--- config.mk ---
export PLATFORM = sky130hd
export DESIGN_NAME = incu_unit
export DESIGN_NICKNAME = d
export VERILOG_FILES = /design/src/logic/incu_pkg.sv /design/src/logic/incu_unit.sv
export SDC_FILE = /design/constraint.sdc
export NUM_CORES = 1
export LEC_CHECK = 0
export BUFFER_PORTS_ARGS = -buffer_cell sky130_fd_sc_hd__buf_2
export CAP_MARGIN = 30
export CELL_PAD_IN_SITES_DETAIL_PLACEMENT = 0
export CELL_PAD_IN_SITES_GLOBAL_PLACEMENT = 1
export CORE_AREA = 2 2 128 130
export DETAILED_ROUTE_END_ITERATION = 8
export DIE_AREA = 0 0 130 132
export PLACE_DENSITY_LB_ADDON = 0.1
export SYNTH_ARGS = -nofsm -noshare
export SYNTH_HDL_FRONTEND = slang
export SYNTH_SLANG_ARGS = --single-unit
--- constraint.sdc ---
create_clock -name ref_clk -period 4.3 [get_ports ref_clk]
set_input_delay 0.645 -clock ref_clk [delete_from_list [all_inputs] [get_ports ref_clk]]
set_output_delay 0.645 -clock ref_clk [all_outputs]
set_load 0.01 [all_outputs]
--- src/logic/incu_pkg.sv ---
package incu_pkg;

    // Instruction encodings
    localparam logic [7:0] OPC_INC_ACC      = 8'h04;
    localparam logic [7:0] OPC_INC_DIRECT   = 8'h05;
    localparam logic [6:0] OPC_INC_INDIRECT = 7'h03;
    localparam logic [4:0] OPC_INC_BANK     = 5'h01;
    localparam logic [7:0] OPC_INC_DATA_PTR  = 8'ha3;
    localparam logic [7:0] OPC_DEC_BRANCH_NZ = 8'hd5;

    // Clock phases inside one machine cycle of eight clocks
    localparam logic [2:0] PH_FETCH_OPC  = 3'h0;
    localparam logic [2:0] PH_FETCH_OPND = 3'h1;
    localparam logic [2:0] PH_OPC        = 3'h2;
    localparam logic [2:0] PH_OPND       = 3'h3;
    localparam logic [2:0] PH_READ       = 3'h4;
    localparam logic [2:0] PH_READ_VIS   = 3'h5;
    localparam logic [2:0] PH_WRITE      = 3'h6;
    localparam logic [2:0] PH_END        = 3'h7;
    localparam logic [4:0] CLK_PER_MC    = 5'h08;
    localparam logic [4:0] CLK_PER_2MC   = 5'h10;

    // Program counter advances
    localparam logic [15:0] LEN_ONE      = 16'h0001;
    localparam logic [15:0] LEN_TWO      = 16'h0002;

    localparam logic [7:0]  BYTE_ONE     = 8'h01;
    localparam logic [7:0]  BYTE_ZERO    = 8'h00;
    localparam logic [7:0]  BYTE_MAX     = 8'hff;
    localparam logic [15:0] WORD_ONE     = 16'h0001;
    localparam logic [15:0] WORD_MAX     = 16'hffff;
    localparam logic [15:0] WORD_ZERO    = 16'h0000;

    typedef enum logic [0:0] {ST_IDLE, ST_EXEC} incu_st_e;

    typedef enum logic [2:0] {
        OP_NONE, OP_ACC, OP_BANK, OP_DIRECT, OP_INDIRECT, OP_DATA_PTR,
        OP_DEC_BRANCH
    } incu_op_e;

    typedef struct packed {
        logic [15:0] addr;
        logic        rd;
    } incu_code_req_s;

    typedef struct packed {
        logic [7:0] addr;
        logic [7:0] wdata;
        logic       rd;
        logic       wr;
        logic       rmw;
        logic       indirect;
    } incu_mem_req_s;

    typedef struct packed {
        incu_st_e       st;
        incu_op_e       op;
        logic [2:0]     phase;
        logic           mc;
        logic [7:0]     opcode;
        logic [7:0]     opnd;
        logic [7:0]     result;
        logic [7:0]     acc;
        logic [15:0]    data_ptr;
        logic [15:0]    pc;
        logic [15:0]    start_pc;
        logic [4:0]     clk_cnt;
        incu_code_req_s code;
        incu_mem_req_s  mem;
        logic           done;
        logic           unsup;
    } incu_state_s;

    function automatic incu_op_e incu_decode(input logic [7:0] opc);
        incu_op_e op;
        op = OP_NONE;
        if (opc == OPC_INC_ACC) op = OP_ACC;
        else if (opc == OPC_INC_DIRECT) op = OP_DIRECT;
        else if (opc[7:1] == OPC_INC_INDIRECT) op = OP_INDIRECT;
        else if (opc[7:3] == OPC_INC_BANK) op = OP_BANK;
        else if (opc == OPC_INC_DATA_PTR) op = OP_DATA_PTR;
        else if (opc == OPC_DEC_BRANCH_NZ) op = OP_DEC_BRANCH;
        return op;
    endfunction : incu_decode

endpackage : incu_pkg

--- src/logic/incu_unit.sv ---
// What this block does
// RL1: Decrement-branch: pc+2, decrement, branch if nonzero
// RL2: Byte increment wraps FFh to 00h silently
// RL3: Byte increments change no status flags
// RL4: Register, direct, indirect and accumulator forms
// RL5: Port operands read from output latch
// RL6: Accumulator increment: opcode 04h, 1 byte, 1 cycle
// RL7: Bank register increment: 00001rrr, 1 byte, 1 cycle
// RL8: Direct increment: opcode 05h, 2 bytes, 1 cycle
// RL9: Indirect increment: 0000011i, RAM byte, 1 cycle
// RL10: Data pointer increments modulo 2^16
// RL11: Low byte rollover carries into high byte
// RL12: Data pointer increment: A3h, 1 byte, 2 cycles
// RL13: Data pointer is the only 16-bit increment
// RL14: Opcode bit 0 picks pointer register 0 or 1
// RL15: Result written back to location it came from
`timescale 1ns/100ps
module incu_unit
    import incu_pkg::*;
(
    input  wire logic           ref_clk,
    input  wire logic           resetn,
    input  wire logic           run,
    input  wire logic [1:0]     bank_sel,
    input  wire logic [7:0]     code_data,
    input  wire logic [7:0]     mem_rdata,
    output incu_code_req_s      code_req,
    output incu_mem_req_s       mem_req,
    output logic [7:0]          acc,
    output logic [15:0]         data_pointer,
    output logic [15:0]         program_counter,
    output logic                instr_done,
    output logic                unsupported
);

    incu_state_s q;
    incu_state_s d;
    logic [7:0]  bank_addr;
    logic        mem_op;
    logic        two_mc;

    // Bank registers sit in the low 32 bytes, eight per bank
    assign bank_addr = {3'h0, bank_sel, q.opcode[2:0]};
    assign mem_op    = (q.op == OP_BANK) || (q.op == OP_DIRECT) ||
                       (q.op == OP_INDIRECT) || (q.op == OP_DEC_BRANCH);
    assign two_mc    = (q.op == OP_DATA_PTR) || (q.op == OP_DEC_BRANCH);

    always_comb begin
        d          = q;
        d.code.rd  = 1'b0;
        d.mem.rd   = 1'b0;
        d.mem.wr   = 1'b0;
        d.mem.rmw  = 1'b0;
        d.done     = 1'b0;
        d.unsup    = 1'b0;
        d.clk_cnt  = q.clk_cnt + 5'h01;
        case (q.st)
            ST_IDLE: begin
                d.phase = PH_FETCH_OPC;
                d.mc    = 1'b0;
                if (run) begin
                    d.st = ST_EXEC;
                end
            end
            ST_EXEC: begin
                d.phase = q.phase + 3'h1;
                case (q.phase)
                    PH_FETCH_OPC: begin
                        d.code.rd = 1'b1;
                        if (!q.mc) begin
                            d.code.addr = q.pc;
                            d.start_pc  = q.pc;
                            d.clk_cnt   = 5'h01;
                        end else begin
                            // Displacement byte follows the address byte
                            d.code.addr = q.pc + LEN_TWO;
                        end
                    end
                    PH_FETCH_OPND: begin
                        if (!q.mc) begin
                            d.code.rd   = 1'b1;
                            d.code.addr = q.pc + LEN_ONE;
                        end
                    end
                    PH_OPC: begin
                        if (!q.mc) begin
                            d.opcode = code_data;
                            d.op     = incu_decode(code_data); // see RL4
                            // Pointer register is fetched first
                            if (code_data[7:1] == OPC_INC_INDIRECT) begin
                                d.mem.rd       = 1'b1;
                                d.mem.indirect = 1'b0;
                                d.mem.addr     = {3'h0, bank_sel, 2'h0,
                                                  code_data[0]}; // see RL14
                            end
                        end else begin
                            d.opnd = code_data;
                        end
                    end
                    PH_OPND: begin
                        if (!q.mc) begin
                            d.opnd = code_data;
                        end
                    end
                    PH_READ: begin
                        if (!q.mc && mem_op) begin
                            d.mem.rd       = 1'b1;
                            // Latch, not pin, feeds read-modify-write
                            d.mem.rmw      = 1'b1; // see RL5
                            d.mem.indirect = (q.op == OP_INDIRECT);
                            case (q.op)
                                OP_BANK:     d.mem.addr = bank_addr; // see RL7
                                OP_INDIRECT: d.mem.addr = mem_rdata; // see RL9
                                default:     d.mem.addr = q.opnd; // see RL8
                            endcase
                        end
                    end
                    PH_WRITE: begin
                        if (!q.mc && mem_op) begin
                            // Same address as the read, two clocks later
                            d.mem.wr  = 1'b1; // see RL15
                            d.mem.rmw = 1'b1;
                            if (q.op == OP_DEC_BRANCH) begin
                                d.mem.wdata = mem_rdata - BYTE_ONE; // see RL1
                            end else begin
                                // 8-bit add drops the carry on purpose
                                d.mem.wdata = mem_rdata + BYTE_ONE; // see RL2
                            end
                            d.result = d.mem.wdata;
                        end else if (!q.mc && q.op == OP_ACC) begin
                            d.acc = q.acc + BYTE_ONE; // see RL6
                        end else if (q.mc && q.op == OP_DATA_PTR) begin
                            // Full 16-bit add: low rollover carries up
                            d.data_ptr = q.data_ptr + WORD_ONE;
                            // see RL10 RL11 RL13
                        end
                        // No flag outputs exist: increments touch none
                        // see RL3
                    end
                    PH_END: begin
                        if (!q.mc && two_mc) begin
                            d.mc = 1'b1;
                        end else begin
                            d.mc   = 1'b0;
                            d.done = 1'b1;
                            d.unsup = (q.op == OP_NONE);
                            case (q.op)
                                OP_DIRECT: d.pc = q.pc + LEN_TWO; // see RL8
                                OP_DEC_BRANCH: begin
                                    if (q.result != BYTE_ZERO) begin
                                        d.pc = q.pc + LEN_TWO +
                                               {{8{q.opnd[7]}}, q.opnd};
                                    end else begin
                                        d.pc = q.pc + LEN_TWO; // see RL1
                                    end
                                end
                                default: d.pc = q.pc + LEN_ONE; // see RL12
                            endcase
                            if (!run) begin
                                d.st = ST_IDLE;
                            end
                        end
                    end
                    default: begin
                    end
                endcase
            end
            default: d.st = ST_IDLE;
        endcase
    end

    always_ff @(posedge ref_clk or negedge resetn) begin
        if (!resetn) begin
            q <= '0;
        end else begin
            q <= d;
        end
    end

    assign code_req        = q.code;
    assign mem_req         = q.mem;
    assign acc             = q.acc;
    assign data_pointer    = q.data_ptr;
    assign program_counter = q.pc;
    assign instr_done      = q.done;
    assign unsupported     = q.unsup;
endmodule : incu_unit

After elaboration in Yosys (flattened, before gate mapping) --
Cells that the tools add are included.
Cells by class: equality and inequality tests 25, add/sub/neg operators 9, reductions and logical operators 23, bitwise gates (word level) 5, mux-type cells 45
Operator list (count):
- 8-bit two-way mux | 8
- 8-bit one-hot mux with 2 select lines | 3
- 44-bit two-way mux | 1
- 17-bit one-hot mux with 2 select lines | 1
- 16-bit by 1-bit adder with 16-bit output, second input constant | 2
- 16-bit two-way mux | 2
- 16-bit one-hot mux with 2 select lines | 1
- 3-bit equality test, second input constant | 6
- 3-bit two-way mux | 6
- 17-bit two-way mux | 1
- 16-bit adder | 1
- 16-bit by 2-bit adder with 16-bit output, second input constant | 1
- 8-bit by 1-bit adder with 8-bit output, second input constant | 2
- 8-bit by 3-bit equality test with 1-bit output, second input constant | 2
- 8-bit equality test, second input constant | 2
- 3-bit by 2-bit equality test with 1-bit output, second input constant | 4
- 2-bit != test, second input constant | 6
- 3-bit AND reduction | 4
- 1-bit two-way mux | 11
- 5-bit two-way mux | 2
- 5-bit AND reduction | 2
- 2-bit two-way mux | 4
- 1-bit one-hot mux with 2 select lines | 4
- 4-bit one-hot mux with 2 select lines | 1
- 15 further kinds | 30
Word-level totals: output and inout port bits 79, logic and storage cells 127, register bits 103, input port bits 21

Longest topological paths before layout --
depth in word-level cells 8, gate-level depth with buffers 16

Least setup slack after synthesis --
No wires, ideal clock.
path kind reg2reg, start reg q, in the netlist program_counter[1], end reg q, in the netlist program_counter[15], clock period less this slack 3.084 ns, stages on the path, launching flop included 16, path slack 1.216 ns, arrival time 2.992 ns, path buffers 1, required time 4.208 ns, path through dfrtp_1 ha_1 clkbuf_1 and3_4 and3_4 nand3_1 xor2_1 inv_1 ha_1 a211oi_1 o21ai_0 a21oi_1 a21oi_1 xor2_1 and3_1 o31ai_2
Between the ends: longest elaborated chain between the ends 4, elaborated cells between the ends (all ways) 5, classes of those cells add/sub (3); mux (2)
Ends and longest elaborated chain:
- start: declaration | line incu_unit.sv:36 | incu_state_s q;
- start signal: assignment | line incu_unit.sv:174 | q <= '0;
- start signal: assignment | line incu_unit.sv:176 | q <= d;
- 16-bit by 2-bit adder with 16-bit output | line incu_unit.sv:148, incu_unit.sv:151, incu_unit.sv:154
- 16-bit adder | line incu_unit.sv:151 | d.pc = q.pc + LEN_TWO +
- 16-bit two-way mux | line incu_unit.sv:150 | if (q.result != BYTE_ZERO) begin
- 16-bit one-hot mux with 2 select lines (*) | line incu_unit.sv:147 | case (q.op)
Mark *: on every way between the ends. The rest lies on a longest branch, timed or not. A chain may end at the register's enable or synchronous reset.

Final worst setup path --
Ends and elaborated chain as after synthesis.

==> results.md <==
Status:
- The run finished with clean final reports.

Place:
- The detailed-placement wirelength estimate is 13,400 um.
- The last weighted congestion value of the routability-driven placer is 0.918.
- The total of buffers placed on input and output ports is 99.

Detailed routing:
- The first-iteration detailed-routing DRC count is 320.
- After detailed routing, the number of vias per cell comes to 5.50.
- The final layout contains routed wiring with a total length of 17,700 um.
- The pre-antenna-repair detailed-routing pass consisted of 5 iterations.
- The detailed-route DRC error count is 0.
- In the final routed layout, each cell accounts on average for 17.5 um.
- The count of nets left with antenna violations once routing finished came out at 0.
- The vias after detailed routing is 5,553.

Clock tree:
- The clock tree from TritonCTS is built.
- Clock-pin slew was measured on the worst setup and hold paths at 0.07 ns.
- The number of hold-repair buffers added at the cts stage is 0.
- The library cell used as clock root buffer is sky130_fd_sc_hd__clkbuf_16.
- The clock reaches the later pin of the worst-skew pair after 0.35 ns.
- The H-tree was split into 3 levels.
- Counting along the longest clock path gives a buffer depth of 2.
- Post-CTS repair changed the size of 0 cells.
- Post-CTS timing repair inserted 0 buffers for setup.
- The clock net sink count is 98.
- The TritonCTS buffer count is 9.

Worst setup path:
- The worst path required time is 4.57 ns.
- The startpoint of the worst setup timing path is program_counter[1].
- The critical path in this run is classified as register to register.
- The highest fanout seen on the critical path is 10.
- The worst setup path is captured at a register.
- STA classifies the critical path startpoint as a register.
- The logic depth of the worst register-to-register path is 14.
- In this run the register-to-register setup slack is 0.81 ns.
- The worst path arrival time is 3.76 ns.
- The startpoint of the worst register-to-register path is program_counter[1].
- The worst register-to-register path ends at program_counter[15].
- The critical path ends at program_counter[15].

Die:
- 100 I/O pins were placed.
- The die is 130 um wide.
- In this run the standard cell core region covers 0.0157 mm^2.
- From bottom edge to top edge, the die measures 132 um.
- The die area is 0.0172 mm^2.
- The starting utilization of the core area is 43.5%.
- The floorplan has 46 rows.

STA:
- At the pin with the least slew margin, the transition time is 0.882 ns.
- The smallest clock period supported by the final layout is computed as 3.49 ns.
- The hold violation total from the final report came to 0.
- The final critical path takes up 81.2% of the cycle.
- Setup violations remaining at the end of the flow were counted as 0.
- The max-slew violation count is 0.
- Setup repair after global routing left no endpoint under its margin.
- The worst setup skew after layout is 0.00810 ns.
- The achievable clock frequency is 0.286 GHz.
- The setup TNS is 0 ns.
- The worst max-slew margin expressed relative to the limit is 41.1%.
- The minimum hold slack is 0.0817 ns.

Layout:
- In the final layout, the multi-input gates occupy 0.00358 mm^2.
- The number of antenna diodes is 0.
- Once layout is complete, the utilization of the core stands at 46.5%.
- The footprint of the flip-flops and latches is 0.00245 mm^2.
- The count of fill cells added during filler insertion is 1,567.
- Relative to the synthesized area, the layout overhead comes to 6.96%.
- The net count of the finished layout is 846.
- The proportion of layout cells with a drive suffix above 1 is 18.6%.

Yosys:
- Among all flip-flop cells after synthesis, the most frequent one is sky130_fd_sc_hd__dfrtp_1.
- In this run, synthesis produced a sequential element count of 98.
- After synthesis, the share of flip-flops with an asynchronous set or reset is 100%.
- The number of enable flip-flop cells after synthesis is 0.
- The cell area after synthesis is 0.00683 mm^2.
- The post-synthesis cell count is 779.
- A synthesized cell averages 8.77 um^2.
- Synthesis produced a netlist with a net count of 836.
- The portion of the post-synthesis area used by sequential elements is 35.9%.
- The number of different library cells used by synthesis comes to 64.
- The total number of yosys warnings is 0.

Power:
- The leakage power of the design is 3.49 nW.
- The power density normalized to cell area is 674 mW/mm^2.
- The maximum ir drop on the vdd rail is 0.000281 V.
- The overall power consumption is 4.92 mW.

Flow run:
- The number of max-cap violations is 0.

GRT:
- The via count of the first global-routing pass is 5,335.
- The pin count of the biggest net entering global routing is 74.
- The number of antenna violations at the first check in global routing is 0.
- Across every metal layer, demand over resource in global routing totals 21.1%.
- The global-route wire length before repair is 28,400 um.
- The total congestion overflow is 0.

Min path:
- The tightest min-delay check is of the primary input to asynchronous set/reset pin type.
-- area by class of cell --
class	instances	area share, %
multi-input combinational	551	48.9
sequential	98	33.6
timing repair buffer	109	8.12
tap	216	3.70
clock buffer	10	3.13
clock inverter	6	1.54
inverter	20	1.03
-- cells by family after synthesis --
group,share of synthesized area (%)
AOI/OAI and AO/OA,18.6
and+or+nand+nor,16.8
muxes,2.47
adders and majority gates,6.81
xor gates and xnor gates,7.67
buffers and inverters,11.8
DFF,35.9
-- layout by cell type, fill, tap and decap left out, types with 9 or more instances in the layout --
master                       n
sky130_fd_sc_hd__mux2_2     15
sky130_fd_sc_hd__dfrtp_1    98
sky130_fd_sc_hd__nand2_1    94
sky130_fd_sc_hd__inv_1      18
sky130_fd_sc_hd__buf_2      98
sky130_fd_sc_hd__nor2_1     43
sky130_fd_sc_hd__nand2b_1   12
sky130_fd_sc_hd__xnor2_1    31
sky130_fd_sc_hd__nand3_1    23
sky130_fd_sc_hd__o21ai_1    21
sky130_fd_sc_hd__xor2_1     27
sky130_fd_sc_hd__buf_4      10
sky130_fd_sc_hd__nor2b_1    15
sky130_fd_sc_hd__a21oi_1    49
sky130_fd_sc_hd__ha_1       34
sky130_fd_sc_hd__o21ai_0    52
sky130_fd_sc_hd__clkbuf_16   9
sky130_fd_sc_hd__a31oi_1     9
-- worst max-delay path: stages, from the launching register on --
cell and delay [ns]:
sky130_fd_sc_hd__dfrtp_1 0.56, sky130_fd_sc_hd__ha_1 0.43, sky130_fd_sc_hd__and3_4 0.28, sky130_fd_sc_hd__and3_4 0.20, sky130_fd_sc_hd__nand3_1 0.09, sky130_fd_sc_hd__xor2_1 0.29, sky130_fd_sc_hd__inv_1 0.11, sky130_fd_sc_hd__ha_1 0.23
sky130_fd_sc_hd__a211oi_1 0.28, sky130_fd_sc_hd__o21ai_0 0.14, sky130_fd_sc_hd__a21oi_1 0.16, sky130_fd_sc_hd__a21oi_1 0.07, sky130_fd_sc_hd__xor2_1 0.18, sky130_fd_sc_hd__and3_1 0.22, sky130_fd_sc_hd__o31ai_2 0.16
-- cells in the mapped netlist (15+ instances only) --
master                      n  area share (%)
sky130_fd_sc_hd__a21oi_1   49             3.6
sky130_fd_sc_hd__inv_1     18            0.99
sky130_fd_sc_hd__nand2_1   94             5.2
sky130_fd_sc_hd__ha_1      34             6.2
sky130_fd_sc_hd__dfrtp_1   98              36
sky130_fd_sc_hd__xor2_1    27             3.5
sky130_fd_sc_hd__o21ai_1   21             1.5
sky130_fd_sc_hd__nand3_1   23             1.7
sky130_fd_sc_hd__mux2_2    15             2.5
sky130_fd_sc_hd__nor2_1    43             2.4
sky130_fd_sc_hd__o21ai_0   52             3.8
sky130_fd_sc_hd__nor2b_1   15             1.4
sky130_fd_sc_hd__xnor2_1   31             4.0
sky130_fd_sc_hd__buf_4     77             8.5
sky130_fd_sc_hd__clkbuf_1  25             1.4
-- where the power goes --
group	internal, mW	switching (mW)	leakage (nW)
registers	1.19	0.367	1.28
clock network	0.572	0.364	0.167
logic	0.976	1.45	2.04
-- metrics by stage --
step,cell area (um^2),cells,setup slack (ns)
floorplan,6830,779,1.22
finish,7310,1010,0.810
CTS,7280,1009,0.818
global route,7310,1010,0.422
detailed placement,6940,993,0.853
global placement,6940,993,0.965
-- worst min-delay path by stage --
stage | from | end | slack (ns)
2_1_floorplan | resetn | acc[0] | 0.35
3_3_place_gp | acc[7] | acc[7] | 0.46
3_5_place_dp | acc[7] | acc[7] | 0.46
4_1_cts | resetn | acc[5] | 0.47
5_1_grt | resetn | acc[5] | 0.07
6_report | resetn | acc[5] | 0.08
-- state kept, by name (all words and copies together), names as in the netlist --
signal,count
mem_req,20
bank_addr,3
code_req,17
program_counter,16
instr_done,1
acc,8
unsupported,1
q,16
data_pointer,16
-- layer usage --
layer,routed length [um],GRT usage [%],up-vias
li1,-,-,2681
met1,8500,30.6,2705
met2,8000,32.0,136
met3,766,2.60,31
met4,388,7.89,0
met5,0,0,-
(Power assumes the default switching activity.)
